<file path="src/ppmp_pkg.sv">
`default_nettype none
package ppmp_pkg;
  // Widths of the parallel port
  localparam int BYTE_W = 8;
  localparam int PWR_W = 2;

  // Power-state codes on the two power-down inputs
  localparam logic [1:0] PWR_P0 = 2'h0;
  localparam logic [1:0] PWR_P0S = 2'h1;
  localparam logic [1:0] PWR_P1 = 2'h2;
  localparam logic [1:0] PWR_P2 = 2'h3;
  localparam logic [1:0] PWR_RESET = PWR_P1;

  // Link clock made by each end from clk by a divider
  localparam int CLK_PERIOD_NS = 10;
  localparam int LINK_HALF_NS = 40;
  localparam int LINK_HALF_CYC = (LINK_HALF_NS + CLK_PERIOD_NS - 1) / CLK_PERIOD_NS;
  localparam logic [2:0] LINK_HALF_LAST = 3'(LINK_HALF_CYC - 1);

  // Receiver detection and lock, counted in link clock periods
  localparam logic [3:0] DETECT_LINK_CYC = 4'ha;
  localparam logic [1:0] LOCK_LINK_CYC = 2'h3;

  // Packing of the MAC-to-PHY inputs inside the PHY
  localparam int CMD_W = 16;
  localparam int F_K = 8;
  localparam int F_DET = 9;
  localparam int F_IDLE = 10;
  localparam int F_COMP = 11;
  localparam int F_POL = 12;
  localparam int F_RSTN = 13;
  localparam int F_PWR = 14;

  // Packing of the PHY-to-MAC outputs inside the MAC
  localparam int RSP_W = 11;
  localparam int R_K = 8;
  localparam int R_VALID = 9;
  localparam int R_DONE = 10;

  // Controller registers on Avalon-MM
  localparam int AVS_ADDR_W = 4;
  localparam logic [3:0] OFS_CTRL = 4'h0;
  localparam logic [3:0] OFS_STATUS = 4'h4;
  localparam logic [3:0] OFS_RX_LAST = 4'h8;
  localparam int CTRL_W = 7;
  localparam int CTL_DETECT = 0;
  localparam int CTL_IDLE = 1;
  localparam int CTL_COMPL = 2;
  localparam int CTL_POL = 3;
  localparam int CTL_RUN = 4;
  localparam int CTL_PWR = 5;
  localparam logic [6:0] CTRL_RESET = 7'h40;
  localparam int ST_DONE = 0;
  localparam int ST_LOCK = 1;
  localparam int ST_IDLE = 2;
  localparam int ST_RUN = 3;
endpackage
`default_nettype wire

</file>
<file path="src/ppmp_if.sv">
`timescale 1ns/1ns
`default_nettype none
interface ppmp_if;
  logic [7:0] tx_byte_in;
  logic tx_symbol_is_control;
  logic detect_or_loopback_req;
  logic tx_electrical_idle_force;
  logic compliance_neg_disparity;
  logic rx_polarity_invert;
  logic phy_reset_n;
  logic power_state_code_bit0;
  logic power_state_code_bit1;
  logic mac_source_clock;
  logic [7:0] rx_byte_out;
  logic rx_symbol_is_control;
  logic rx_lock_valid;
  logic phy_done_strobe;
  logic phy_source_clock;

  modport phy (
    input tx_byte_in, tx_symbol_is_control, detect_or_loopback_req,
    input tx_electrical_idle_force, compliance_neg_disparity, rx_polarity_invert,
    input phy_reset_n, power_state_code_bit0, power_state_code_bit1, mac_source_clock,
    output rx_byte_out, rx_symbol_is_control, rx_lock_valid, phy_done_strobe,
    output phy_source_clock
  );
  modport mac (
    output tx_byte_in, tx_symbol_is_control, detect_or_loopback_req,
    output tx_electrical_idle_force, compliance_neg_disparity, rx_polarity_invert,
    output phy_reset_n, power_state_code_bit0, power_state_code_bit1, mac_source_clock,
    input rx_byte_out, rx_symbol_is_control, rx_lock_valid, phy_done_strobe,
    input phy_source_clock
  );
endinterface
`default_nettype wire

</file>
<file path="src/ppmp_phy.sv">
`timescale 1ns/1ns
`default_nettype none
module ppmp_phy (
  // Clock and reset
  input wire logic clk,
  input wire logic rst,
  // Parallel port
  ppmp_if.phy lnk,
  // Toward the serializer
  output logic [ppmp_pkg::BYTE_W-1:0] line_tx_byte,
  output logic line_tx_k,
  output logic line_tx_idle,
  output logic line_tx_neg_disp,
  output logic line_tx_strobe,
  // From the deserializer and detector
  input wire logic [ppmp_pkg::BYTE_W-1:0] line_rx_byte,
  input wire logic line_rx_k,
  input wire logic line_rx_present,
  input wire logic line_rx_lock,
  input wire logic line_far_receiver,
  // Status
  output logic phy_in_reset,
  output logic [ppmp_pkg::PWR_W-1:0] phy_power_state,
  output logic detect_found,
  output logic loopback_active
);
  import ppmp_pkg::*;

  typedef enum logic [1:0] {
    PH_RESET,
    PH_RUN,
    PH_DETECT
  } ppmp_phase_t;

  typedef struct packed {
    logic mclk_s1;
    logic mclk_s2;
    logic mclk_prev;
    logic [CMD_W-1:0] in_s1;
    logic [CMD_W-1:0] in_s2;
    logic [CMD_W-1:0] cmd;
    logic det_prev;
    logic [2:0] div;
    logic pclk;
    ppmp_phase_t phase;
    logic [PWR_W-1:0] pwr;
    logic [3:0] det_cnt;
    logic found;
    logic [1:0] lock_cnt;
    logic done_pend;
    logic [BYTE_W-1:0] rx_byte;
    logic rx_k;
    logic rx_valid;
    logic done;
    logic [BYTE_W-1:0] tx_byte;
    logic tx_k;
    logic tx_idle;
    logic tx_neg;
    logic tx_strobe;
  } ppmp_phy_state_t;

  ppmp_phy_state_t s_ff, nxt_s;
  logic mrise;
  logic pfall;
  logic [CMD_W-1:0] pins;
  logic loop;
  logic det_rise;
  logic rx_on;

  function automatic logic [PWR_W-1:0] cmd_pwr(input logic [CMD_W-1:0] c);
    return c[F_PWR +: PWR_W];
  endfunction

  function automatic logic [BYTE_W-1:0] cmd_byte(input logic [CMD_W-1:0] c);
    return c[BYTE_W-1:0];
  endfunction

  // All MAC inputs travel as one word so they stay aligned with the clock copy
  assign pins = {lnk.power_state_code_bit1, lnk.power_state_code_bit0, lnk.phy_reset_n,
                 lnk.rx_polarity_invert, lnk.compliance_neg_disparity,
                 lnk.tx_electrical_idle_force, lnk.detect_or_loopback_req,
                 lnk.tx_symbol_is_control, lnk.tx_byte_in};

  assign mrise = s_ff.mclk_s2 & ~s_ff.mclk_prev;
  assign pfall = (s_ff.div == LINK_HALF_LAST) & s_ff.pclk;
  assign det_rise = s_ff.in_s2[F_DET] & ~s_ff.det_prev;
  // Loopback only from P0; a request in P1 means receiver detection
  assign loop = (s_ff.phase == PH_RUN) & (s_ff.pwr == PWR_P0) & s_ff.cmd[F_DET];
  // Receiver runs in P0 and P0s only; P1 and P2 keep it quiet
  assign rx_on = (s_ff.pwr == PWR_P0) | (s_ff.pwr == PWR_P0S);

  always_comb begin
    nxt_s = s_ff;
    nxt_s.mclk_s1 = lnk.mac_source_clock;
    nxt_s.mclk_s2 = s_ff.mclk_s1;
    nxt_s.mclk_prev = s_ff.mclk_s2;
    nxt_s.in_s1 = pins;
    nxt_s.in_s2 = s_ff.in_s1;
    nxt_s.tx_strobe = 1'b0;

    // Own receive clock; the receive outputs and done strobe to the MAC change at its falling edge
    nxt_s.div = s_ff.div + 3'h1;
    if (s_ff.div == LINK_HALF_LAST) begin
      nxt_s.div = 3'h0;
      nxt_s.pclk = ~s_ff.pclk;
    end

    if (pfall) begin
      nxt_s.done = s_ff.done_pend;
      nxt_s.done_pend = 1'b0;
      if (line_rx_lock & line_rx_present & rx_on) begin
        if (s_ff.lock_cnt != LOCK_LINK_CYC) begin
          nxt_s.lock_cnt = s_ff.lock_cnt + 2'h1;
        end
      end else begin
        nxt_s.lock_cnt = 2'h0;
      end
      if (s_ff.phase == PH_RESET) begin
        nxt_s.rx_byte = '0;
        nxt_s.rx_k = 1'b0;
        nxt_s.rx_valid = 1'b0;
        nxt_s.lock_cnt = 2'h0;
      end else if (loop) begin
        nxt_s.rx_byte = cmd_byte(s_ff.cmd);
        nxt_s.rx_k = s_ff.cmd[F_K];
        nxt_s.rx_valid = 1'b1;
      end else begin
        nxt_s.rx_byte = line_rx_byte ^ {BYTE_W{s_ff.cmd[F_POL]}};
        nxt_s.rx_k = line_rx_k;
        nxt_s.rx_valid = (s_ff.lock_cnt == LOCK_LINK_CYC) & line_rx_lock
                         & line_rx_present & rx_on;
      end
    end

    // Placed after the clear above so a new completion is never lost
    if (mrise) begin
      nxt_s.cmd = s_ff.in_s2;
      nxt_s.det_prev = s_ff.in_s2[F_DET];
      unique case (s_ff.phase)
        PH_RESET: begin
          if (s_ff.in_s2[F_RSTN]) begin
            nxt_s.phase = PH_RUN;
            nxt_s.pwr = cmd_pwr(s_ff.in_s2);
            nxt_s.done_pend = 1'b1;
          end
        end
        PH_RUN: begin
          if (cmd_pwr(s_ff.in_s2) != s_ff.pwr) begin
            nxt_s.pwr = cmd_pwr(s_ff.in_s2);
            nxt_s.done_pend = 1'b1;
          end else if (det_rise && s_ff.pwr == PWR_P1) begin
            nxt_s.phase = PH_DETECT;
            nxt_s.det_cnt = DETECT_LINK_CYC;
          end
        end
        PH_DETECT: begin
          if (s_ff.det_cnt == 4'h0) begin
            nxt_s.found = line_far_receiver;
            nxt_s.done_pend = 1'b1;
            nxt_s.phase = PH_RUN;
          end else begin
            nxt_s.det_cnt = s_ff.det_cnt - 4'h1;
          end
        end
      endcase
      if (!s_ff.in_s2[F_RSTN]) begin
        nxt_s.phase = PH_RESET;
        nxt_s.pwr = PWR_RESET;
        nxt_s.found = 1'b0;
        nxt_s.done_pend = 1'b0;
      end
      nxt_s.tx_byte = cmd_byte(s_ff.in_s2);
      nxt_s.tx_k = s_ff.in_s2[F_K];
      nxt_s.tx_neg = s_ff.in_s2[F_COMP];
      // A missing idle in P0s or P1 is not repaired here
      nxt_s.tx_idle = s_ff.in_s2[F_IDLE] | ~s_ff.in_s2[F_RSTN];
      nxt_s.tx_strobe = 1'b1;
    end
  end

  always_ff @(posedge clk) begin
    if (rst) begin
      s_ff <= '0;
      s_ff.pwr <= PWR_RESET;
      s_ff.tx_idle <= 1'b1;
    end else begin
      s_ff <= nxt_s;
    end
  end

  assign lnk.phy_source_clock = s_ff.pclk;
  assign lnk.rx_byte_out = s_ff.rx_byte;
  assign lnk.rx_symbol_is_control = s_ff.rx_k;
  assign lnk.rx_lock_valid = s_ff.rx_valid;
  assign lnk.phy_done_strobe = s_ff.done;
  assign line_tx_byte = s_ff.tx_byte;
  assign line_tx_k = s_ff.tx_k;
  assign line_tx_idle = s_ff.tx_idle;
  assign line_tx_neg_disp = s_ff.tx_neg;
  assign line_tx_strobe = s_ff.tx_strobe;
  assign phy_in_reset = (s_ff.phase == PH_RESET);
  assign phy_power_state = s_ff.pwr;
  assign detect_found = s_ff.found;
  assign loopback_active = loop;
endmodule
`default_nettype wire

</file>
<file path="src/flat_wrapper.sv">
// flat-port wrapper written by rule: the top's interface ports become plain ports
module ppmp_phy_flat import ppmp_pkg::*;
  (clk, rst, line_tx_byte, line_tx_k, line_tx_idle, line_tx_neg_disp, line_tx_strobe, line_rx_byte, line_rx_k, line_rx_present, line_rx_lock, line_far_receiver, phy_in_reset, phy_power_state, detect_found, loopback_active, lnk_tx_byte_in, lnk_tx_symbol_is_control, lnk_detect_or_loopback_req, lnk_tx_electrical_idle_force, lnk_compliance_neg_disparity, lnk_rx_polarity_invert, lnk_phy_reset_n, lnk_power_state_code_bit0, lnk_power_state_code_bit1, lnk_mac_source_clock, lnk_rx_byte_out, lnk_rx_symbol_is_control, lnk_rx_lock_valid, lnk_phy_done_strobe, lnk_phy_source_clock);
  ppmp_if lnk_i ();
  input wire logic clk;
  input wire logic rst;
  output logic [ppmp_pkg::BYTE_W-1:0] line_tx_byte;
  output logic line_tx_k;
  output logic line_tx_idle;
  output logic line_tx_neg_disp;
  output logic line_tx_strobe;
  input wire logic [ppmp_pkg::BYTE_W-1:0] line_rx_byte;
  input wire logic line_rx_k;
  input wire logic line_rx_present;
  input wire logic line_rx_lock;
  input wire logic line_far_receiver;
  output logic phy_in_reset;
  output logic [ppmp_pkg::PWR_W-1:0] phy_power_state;
  output logic detect_found;
  output logic loopback_active;
  input wire logic [$bits(lnk_i.tx_byte_in)-1:0] lnk_tx_byte_in;
  input wire logic [$bits(lnk_i.tx_symbol_is_control)-1:0] lnk_tx_symbol_is_control;
  input wire logic [$bits(lnk_i.detect_or_loopback_req)-1:0] lnk_detect_or_loopback_req;
  input wire logic [$bits(lnk_i.tx_electrical_idle_force)-1:0] lnk_tx_electrical_idle_force;
  input wire logic [$bits(lnk_i.compliance_neg_disparity)-1:0] lnk_compliance_neg_disparity;
  input wire logic [$bits(lnk_i.rx_polarity_invert)-1:0] lnk_rx_polarity_invert;
  input wire logic [$bits(lnk_i.phy_reset_n)-1:0] lnk_phy_reset_n;
  input wire logic [$bits(lnk_i.power_state_code_bit0)-1:0] lnk_power_state_code_bit0;
  input wire logic [$bits(lnk_i.power_state_code_bit1)-1:0] lnk_power_state_code_bit1;
  input wire logic [$bits(lnk_i.mac_source_clock)-1:0] lnk_mac_source_clock;
  output wire logic [$bits(lnk_i.rx_byte_out)-1:0] lnk_rx_byte_out;
  output wire logic [$bits(lnk_i.rx_symbol_is_control)-1:0] lnk_rx_symbol_is_control;
  output wire logic [$bits(lnk_i.rx_lock_valid)-1:0] lnk_rx_lock_valid;
  output wire logic [$bits(lnk_i.phy_done_strobe)-1:0] lnk_phy_done_strobe;
  output wire logic [$bits(lnk_i.phy_source_clock)-1:0] lnk_phy_source_clock;
  assign lnk_i.tx_byte_in = lnk_tx_byte_in;
  assign lnk_i.tx_symbol_is_control = lnk_tx_symbol_is_control;
  assign lnk_i.detect_or_loopback_req = lnk_detect_or_loopback_req;
  assign lnk_i.tx_electrical_idle_force = lnk_tx_electrical_idle_force;
  assign lnk_i.compliance_neg_disparity = lnk_compliance_neg_disparity;
  assign lnk_i.rx_polarity_invert = lnk_rx_polarity_invert;
  assign lnk_i.phy_reset_n = lnk_phy_reset_n;
  assign lnk_i.power_state_code_bit0 = lnk_power_state_code_bit0;
  assign lnk_i.power_state_code_bit1 = lnk_power_state_code_bit1;
  assign lnk_i.mac_source_clock = lnk_mac_source_clock;
  assign lnk_rx_byte_out = lnk_i.rx_byte_out;
  assign lnk_rx_symbol_is_control = lnk_i.rx_symbol_is_control;
  assign lnk_rx_lock_valid = lnk_i.rx_lock_valid;
  assign lnk_phy_done_strobe = lnk_i.phy_done_strobe;
  assign lnk_phy_source_clock = lnk_i.phy_source_clock;
  ppmp_phy u_core (.clk(clk), .rst(rst), .lnk(lnk_i), .line_tx_byte(line_tx_byte), .line_tx_k(line_tx_k), .line_tx_idle(line_tx_idle), .line_tx_neg_disp(line_tx_neg_disp), .line_tx_strobe(line_tx_strobe), .line_rx_byte(line_rx_byte), .line_rx_k(line_rx_k), .line_rx_present(line_rx_present), .line_rx_lock(line_rx_lock), .line_far_receiver(line_far_receiver), .phy_in_reset(phy_in_reset), .phy_power_state(phy_power_state), .detect_found(detect_found), .loopback_active(loopback_active));
endmodule
</file>
<file path="config.mk">
export PLATFORM = sky130hd
export DESIGN_NAME = ppmp_phy_flat
export DESIGN_NICKNAME = d
export VERILOG_FILES = /design/src/ppmp_pkg.sv /design/src/ppmp_if.sv /design/src/ppmp_phy.sv /design/src/flat_wrapper.sv
export SDC_FILE = /design/constraint.sdc
export NUM_CORES = 1
export LEC_CHECK = 0
export BUFFER_PORTS_ARGS = -buffer_cell sky130_fd_sc_hd__buf_2
export CELL_PAD_IN_SITES_DETAIL_PLACEMENT = 2
export CELL_PAD_IN_SITES_GLOBAL_PLACEMENT = 2
export CORE_UTILIZATION = 31
export CTS_BUF_LIST = sky130_fd_sc_hd__clkbuf_4
export CTS_CLUSTER_SIZE = 28
export DETAILED_ROUTE_END_ITERATION = 10
export PLACE_DENSITY_LB_ADDON = 0.1
export SLEW_MARGIN = 40
export SYNTH_ARGS = -nofsm -noshare
export SYNTH_HDL_FRONTEND = slang
export SYNTH_SLANG_ARGS = --single-unit
</file>
<file path="constraint.sdc">
create_clock -name clk -period 1.75 [get_ports clk]
set_clock_uncertainty 0.2 [all_clocks]
set_input_delay 0.0875 -clock clk [delete_from_list [all_inputs] [get_ports clk]]
set_output_delay 0.0875 -clock clk [all_outputs]
set_load 0.05 [all_outputs]
</file>
# After elaboration in Yosys (flattened, before gate mapping)
# Index checks and enable logic that the tools add are counted.
# classes
addsub,3
eq_ne,19
mux,26
bitwise,17
reduce_logical,11
# ops
cell,count
$mux W10,2
$ne A3 B3 Y1 const B,6
$mux W4,4
$mux W2,7
$mux W12,1
$ne A2 B2 Y1 const B,6
$and A1 B1 Y1,10
$mux W1,8
$pmux W4 S2,1
$xor A8 B8 Y8,1
$eq A2 B2 Y1 const B,3
$pmux W2 S3,1
$reduce_and A3 Y1,2
$reduce_and A5 Y1,1
$eq A2 B1 Y1 const B,2
$logic_not A2 Y1,2
$logic_not A4 Y1,1
$not A1 Y1,4
$pmux W2 S2,1
$reduce_and A4 Y1,1
$sub A4 B1 Y4 const B,1
$add A3 B1 Y3 const B,1
$eq A3 B2 Y1 const B,1
$pmux W1 S3,1
other kinds (7),8
# word_totals
regBits,88
output_inout_bits,29
wordCells,100

# Longest topological paths before layout
# Gate-level depths: netlist of the first run.
# logic_depth
ltp_word,11
mapped_depth,7
depth_no_buf,6

# Least setup slack after synthesis of the first run
# Ideal clock, no wire load.
# synth_path
kind,reg-to-reg
startpoint,register u_core.s_ff[33] (netlist name)
endpoint,"register u_core.s_ff, in the netlist u_core.phy_power_state[0]"
t_arrival_ns,1.608
path_slack_ns,-0.176
stages_incl_launch_ff,6
path_buffers,0
period_less_slack_ns,1.926
cell_sequence,dfxtp_1 inv_1 ha_1 nor2_1 a211o_1 a32o_1
# synth_between
elab_chain_cells,3
elab_cells_between_ends,7
# synth_lines
item,line_no,source
from (decl),ppmp_phy.sv:62,"ppmp_phy_state_t s_ff, nxt_s;"
from (signal assigned),ppmp_phy.sv:187,s_ff <= nxt_s;
$logic_not A2 Y1 *,n/a,
net phy_in_reset,flat_wrapper.sv:17,output logic phy_in_reset;
$ne A3 B3 Y1 (no source line) / $pmux W2 S2 (equally long branches),n/a,
$reduce_and A3 Y1 (no source line) / $mux W4 (equally long branches),n/a,
# The timed path passes the listed nets; every way through them passes the cells marked *.
# A chain may end at the register's enable or synchronous reset.

# Worst setup path after layout of the first run
# layout_path
startpoint,register u_core.s_ff[34] (netlist name)
endpoint,"register u_core.s_ff, in the netlist u_core.phy_power_state[0]"
# layout_between
elab_chain_cells,3
elab_cells_between_ends,7
# layout_lines
item,line_no,source
$eq A2 B1 Y1 / $logic_not A2 Y1 (equally long branches),ppmp_phy.sv:139,unique case (s_ff.phase)
$ne A3 B3 Y1 (no source line) / $pmux W2 S2 (equally long branches),n/a,
$reduce_and A3 Y1 (no source line) / $mux W4 (equally long branches),n/a,
# Several ways; a longest one is shown, not always the timed one.

==> summary.txt, run 1 <==
Global routing
  – Initial antenna violation count: 0
  – GRT Overall Usage: 0.171
  – First-pass GRT wire length: 13,300 um
  – Vias in the first global route: 2,629
  – Largest net degree at the start of global routing: 41
  – GRT overflow: 0

Synthesis
  – Fraction of registers with async set/reset: 0
  – Synth area leaders: dfxtp_1, nor2b_1, nand2_1, buf_4, a21oi_1
  – Synth cell types: 45
  – Number of flops mapped to enable cells by yosys: 0
  – Synth top area share: 0.501
  – Ys flop type: dfxtp_1
  – Syn Nets: 361
  – Synth area leader: dfxtp_1
  – Average cell area after synthesis: 9.43 um2
  – Seq/Total Area, Yosys: 0.501
  – Cells after Synth: 322
  – Cell Area, Synth: 0.00304 mm2
  – YS warnings: 0
  – Flops & latches, synth: 76

Layout
  – Syn-to-layout area delta: 39.7%
  – Final cell count without fillers: 560
  – Share of post-route cells with drive strength above 1: 0.339
  – N_diodes: 0
  – Area of the multi-input gates: 0.00140 mm2
  – Commonest cells after routing, fill and taps aside: dfxtp_1, buf_2, nor2b_1, nand2_1, dlygate4sd3_1
  – Final net count: 465
  – Most common cell after layout, fill and taps aside: dfxtp_1
  – Sequential cell area: 0.00153 mm2
  – Layout filler cell count: 1,022

Timing
  – Final setup violation count: 3
  – Hold Slack: 0.188 ns
  – Period utilization: 1.01
  – Worst-margin pin slew: 0.513 ns
  – Fmax: 0.565 GHz
  – Final Hold Violating Endpoints: 0
  – RSZ-0062 raised after global routing: true
  – Max_slew headroom: 0.657
  – Fin crit period: 1.77 ns
  – Setup TNS: -0.0313 ns
  – Slew Limit Fails: 0
  – Final Worst Setup Slack: -0.0184 ns

Route
  – 1st-pass router iterations: 4
  – Final WL: 8210 um
  – DRC violations left: 0
  – Iter 0 DRT Violations: 66
  – Via count: 2,562
  – Number of vias per cell: 4.58
  – Antenna viol nets, final: 0
  – WL/cell: 14.7 um

Floorplan
  – Initial Util: 0.324
  – Die Width: 101 um
  – Die height: 101 um
  – DIE AREA: 0.0102 mm2
  – IO Pins: 60
  – Core area: 0.00937 mm2
  – Row Count: 35

Status
  – Failing checks: negative setup slack
  – Status: finished, violations left

Worst setup path
  – Path type of the worst setup path: reg2reg
  – CP max stage delay: 0.37 ns
  – CP Launch Type: flip-flop
  – Critical path, cell by cell: inv_2 -> ha_4 -> buf_6 -> nand2_1 -> nor3_1 -> a211o_1 -> a32o_1
  – Worst endpoint required time: 1.87 ns
  – Highest-delay cell along the critical path: dfxtp_2
  – Crit-path leading delay family: compound AO/OA/AOI/OAI gates
  – Critical path endpoint category: flip-flop
  – Buffers plus inverters on the worst setup path: 2
  – Crit path DAT: 1.89 ns
  – Worst-path fanout max: 4

Pwr
  – VDD IR max: 0.317 mV
  – Total power: 3400 uW
  – Leakage power: 0.00174 uW
  – Cell area power density: 801 mW/mm2

CTS
  – CTS H-tree depth: 3
  – Root buf cell: clkbuf_4
  – Maximum root-to-sink buffer count: 2
  – Clock transition at path regs: 0.14 ns
  – Number of buffers created by CTS: 9
  – Worst skew pair latency: 0.43 ns
  – TritonCTS clock tree: yes
  – Clk sink count: 76

Placed design
  – Hpwl dp: 5260 um
  – Post-placement worst setup slack: -0.102 ns
  – Placer congestion estimate: 0.727
  – Buffers on Ports: 59
  – DP Cell Count: 499

Job
  – Max-cap violation count: 0

Worst hold path
  – Hold Path Class: in2reg
==> worst min-delay path: cells and delay by family <==
| family | cells | cell delay, ns |
|---|---|---|
| simple gates | 1 | 0.10 |
| buf+inv | 2 | 0.61 |
==> routing by layer <==
layer | vias up | track usage | part of all wire
met3 | 10 | 0.0312 | 0.032
met5 | - | 0 | 0
met2 | 53 | 0.280 | 0.48
li1 | 1264 | - | -
met1 | 1235 | 0.223 | 0.47
met4 | 0 | 0.0669 | 0.016
==> sequential cells by signal, summed over array words and instances (netlist names) <==
register	count
u_core.detect_found	1
u_core.lnk.rx_symbol_is_control	1
u_core.lnk.phy_done_strobe	1
u_core.line_tx_strobe	1
u_core.lnk.phy_source_clock	1
u_core.s_ff	34
u_core.line_tx_idle	1
u_core.nxt_s	18
u_core.lnk.rx_byte_out	8
u_core.phy_power_state	2
u_core.lnk.rx_lock_valid	1
u_core.line_tx_byte	7
==> where the power goes <==
group	total (uW)	switching [uW]	leakage [uW]	internal, uW
registers	1810	25.1	0.000624	1780
logic	299	145	0.00103	153
clock network	1290	687	0.0000895	603
total	3400	857	0.00174	2540
==> cell type report <==
type,instances,share of cell area
Multi-Input combinational cell,203,0.331
Clock buffer,9,0.0159
Sequential cell,76,0.362
Inverter,9,0.00856
Tap cell,129,0.0381
Timing Repair Buffer,127,0.220
Clock inverter,7,0.0248
==> logic make-up after synthesis <==
group,Yosys count,synth area share
AOI/OAI and AO/OA,57,0.126
DFF,76,0.501
buffers and inverters,43,0.0857
adders and majority gates,8,0.0330
and+or+nand+nor,125,0.216
xor gates and xnor gates,11,0.0317
muxes,2,0.00660
==> Yosys cell counts (all sizes together) (3+ instances only) <==
cell type / count
nor2b: 40
a21oi: 26
o21ai: 13
nor2: 18
ha: 8
xnor2: 9
nor3: 7
nand2: 41
clkbuf: 12
buf: 22
dfxtp: 76
a32o: 3
nor3b: 3
inv: 9
==> worst paths after layout <==
path | from | to | slack (ns) | cells past startpoint
worst max-delay path | u_core.s_ff[34]$_SDFFE_PP0P_ | u_core.phy_power_state[0]$_SDFFE_PP0P_ | -0.02 | 7
worst min-delay path | lnk_tx_byte_in[6] | u_core.nxt_s[62]$_SDFF_PP0_ | 0.19 | 3
worst max register to register | u_core.s_ff[34]$_SDFFE_PP0P_ | u_core.phy_power_state[0]$_SDFFE_PP0P_ | -0.02 | 7
worst min register to register | u_core.s_ff[36]$_SDFF_PP0_ | u_core.s_ff[36]$_SDFF_PP0_ | 0.22 | 1
==> stage by stage <==
stage,util,area (um2)
after CTS,0.441,4140
after global placement,0.370,3470
final,0.452,4240
after floorplan,-,3050
after detailed placement,0.370,3470
after global routing,0.452,4240
==> what timing repair did <==
item	CTS	global route
hold endpoints to repair	45	0
setup buffers	8	3
endpoints found under the setup margin	21	20
hold buffers	35	0
pin swaps	10	12
gates resized for setup	26	26
gates cloned	0	0
Note: power is estimated with default switching activity, not from simulation.
==> run 2, diff against run 1 <==
--- a/config.mk
+++ b/config.mk
@@ -8,11 +8,13 @@
 export BUFFER_PORTS_ARGS = -buffer_cell sky130_fd_sc_hd__buf_2
 export CELL_PAD_IN_SITES_DETAIL_PLACEMENT = 2
 export CELL_PAD_IN_SITES_GLOBAL_PLACEMENT = 2
+export CORE_MARGIN = 4
 export CORE_UTILIZATION = 31
 export CTS_BUF_LIST = sky130_fd_sc_hd__clkbuf_4
 export CTS_CLUSTER_SIZE = 28
 export DETAILED_ROUTE_END_ITERATION = 10
 export PLACE_DENSITY_LB_ADDON = 0.1
+export SETUP_SLACK_MARGIN = 0.02
 export SLEW_MARGIN = 40
 export SYNTH_ARGS = -nofsm -noshare
 export SYNTH_HDL_FRONTEND = slang
==> run 2 against run 1 <==
The run now ends clean. Sequential share of layout area increased by 0.15 points. Power decreased by 2.6%. Register-to-register slack improved by 0.03 ns. Combinational power decreased by 1%. Critical endpoint is now loopback_active. Largest cell class unchanged.
==> summary.txt, run 2 (synthesis results as in run 1) <==
Worst hold path
  – Hold Path Class: in2reg
  – Number of cells on the worst hold path: 3 (unchanged)

Layout
  – Final core utilization: 0.450 (-0.00187)
  – Commonest cells after routing, fill and taps aside: dfxtp_1, buf_2, nor2b_1
  – Final Instance Area: 0.00422 mm2 (-0.41%)
  – Syn-to-layout area delta: 39.1%
  – N_diodes: 0 (unchanged)
  – Sequential cell area: 0.00153 mm2 (unchanged)
  – Top reg by flops: u_core.s_ff
  – Share of post-route cells with drive strength above 1: 0.352 (+0.0134)
  – Layout filler cell count: 1,033 (+1.1%)
  – Final net count: 460 (-1.1%)
  – Largest register FFs: 34 (unchanged)
  – Most common cell after layout, fill and taps aside: dfxtp_1
  – Area of the multi-input gates: 0.00144 mm2 (+2.4%)

CTS
  – Maximum root-to-sink buffer count: 2 (unchanged)
  – Clk sink count: 76 (unchanged)
  – Clock transition at path regs: 0.16 ns (+0.02 ns)
  – Worst skew pair latency: 0.42 ns (about the same)
  – CTS H-tree depth: 3 (unchanged)
  – TritonCTS clock tree: yes
  – Root buf cell: clkbuf_4
  – Number of buffers created by CTS: 9 (unchanged)

Global routing
  – GRT overflow: 0 (unchanged)
  – Largest net degree at the start of global routing: 26 (-37%)
  – Vias in the first global route: 2,689 (+2.3%)
  – Initial antenna violation count: 0 (unchanged)
  – Grt met2 use: 0.263 (-0.0173)
  – First-pass GRT wire length: 13,700 um (+3.5%)
  – Met1 Use GR: 0.189 (-0.0334)
  – Busiest grt layer: met2
  – GRT Overall Usage: 0.152 (-0.0188)
  – Met3 Use GR: 0.0301 (-0.00110)

Timing
  – Fmax: 0.572 GHz (+1.2%)
  – Worst-margin pin slew: 0.495 ns (-0.0186 ns)
  – Setup TNS: 0 ns (+0.0313 ns)
  – Final Hold Violating Endpoints: 0 (unchanged)
  – Max_slew headroom: 0.670 (+0.0124)
  – Final Worst Setup Slack: 0.00296 ns (+0.0214 ns)
  – Period utilization: 0.998 (-0.0122)
  – Fin crit period: 1.75 ns (-0.0214 ns)
  – Final setup violation count: 0 (-3)
  – Hold Slack: 0.206 ns (+0.0190 ns)
  – Slew Limit Fails: 0 (unchanged)
  – RSZ-0062 raised after global routing: true

Floorplan
  – Initial Util: 0.324 (unchanged)
  – DIE AREA: 0.0114 mm2 (+12%)
  – Row Count: 35 (unchanged)
  – IO Pins: 60 (unchanged)
  – Die height: 107 um (+5.9%)
  – Die Width: 107 um (+5.9%)
  – Core area: 0.00937 mm2 (unchanged)

Pwr
  – Sequential power share: 0.547 (+0.015)
  – Total net switching power: 895 uW (+4.4%)
  – Leakage power: 0.00172 uW (-1.7%)
  – Net Sw Frac: 0.271 (+0.0183)
  – Power Internal: 2410 uW (-5.0%)
  – Gate power share: 0.089 (about the same)
  – VDD IR max: 0.433 mV (+37%)
  – Clock power frac: 0.363 (-0.017)
  – Cell area power density: 783 mW/mm2 (-2.2%)

Placed design
  – Placer congestion estimate: 0.720 (-0.89%)
  – Hpwl dp: 5450 um (+3.6%)
  – Post-placement worst setup slack: -0.0647 ns (+0.0376 ns)
  – Placed Area: 0.00350 mm2 (+0.94%)
  – Buffers on Ports: 59 (unchanged)

Route
  – Number of vias per cell: 4.54 (-0.71%)
  – Iter 0 DRT Violations: 78 (+18%)
  – Via count: 2,521 (-1.6%)
  – 1st-pass router iterations: 6 (+2)
  – WL/cell: 15.5 um (+5.6%)
  – DRC violations left: 0 (unchanged)
  – Final WL: 8600 um (+4.7%)
  – Antenna viol nets, final: 0 (unchanged)

Worst setup path
  – Worst endpoint required time: 1.46 ns (-0.41 ns)
  – Path type of the worst setup path: reg2out
  – Reg2reg path depth: 6 (-1)
  – Critical path endpoint category: output port
  – Worst-path fanout max: 3 (-1)
  – CP Launch Type: flip-flop
  – Crit path DAT: 1.46 ns (-0.43 ns)

Job
  – Max-cap violation count: 0 (unchanged)

Status
  – Status: finished, final reports clean
run 2: worst max-delay path, cell delays in order, from the launching register on:
cell and delay (ns):
dfxtp_2 0.36, inv_2 0.07, ha_4 0.15, and4bb_4 0.30, buf_12 0.15
run 2: final timing paths:
check	start	endpoint	slack [ns]
setup reg to reg	u_core.s_ff[34]$_SDFFE_PP0P_	u_core.s_ff[29]$_SDFFE_PP0P_	0.01
hold reg to reg	u_core.s_ff[36]$_SDFF_PP0_	u_core.s_ff[36]$_SDFF_PP0_	0.22
hold / removal	lnk_tx_byte_in[3]	u_core.nxt_s[59]$_SDFF_PP0_	0.21
setup / recovery	u_core.s_ff[34]$_SDFFE_PP0P_	loopback_active	0.003
run 2: through the flow:
step                total power, uW  instances
floorplan                      1980        322
global placement               2070        501
detailed placement             2080        501
CTS                            3340        552
global route                   3500        555
finish                         3310        555
run 2: final cells by class:
type                       count  share of cell area
sequential                    76               0.363
clock inverter                 7              0.0213
tap                          129              0.0382
clock buffer                   9              0.0160
timing repair buffer         122               0.213
multi-input combinational    203               0.340
inverter                       9             0.00800
run 2: per-layer routing:
layer | up-vias | share of wire
met5 | - | 0
met4 | 0 | 0.011
met3 | 10 | 0.030
met2 | 43 | 0.50
met1 | 1220 | 0.46
li1 | 1248 | -
run 2: power by group through the flow:
stage,sequential (uW),combinational [uW],clock (uW)
CTS,1810,288,1250
detailed placement,1850,229,0
floorplan,1850,134,0
finish,1810,295,1200
global placement,1850,221,0
global route,1820,329,1350
run 2: timing repair:
item                                    in CTS  in global routing
gates resized for setup                     21                 34
hold buffers                                30                  0
endpoints found under the setup margin      21                 23
hold endpoints to repair                    41                  0
pin swaps                                    7                 23
buffers inserted                             5                  5
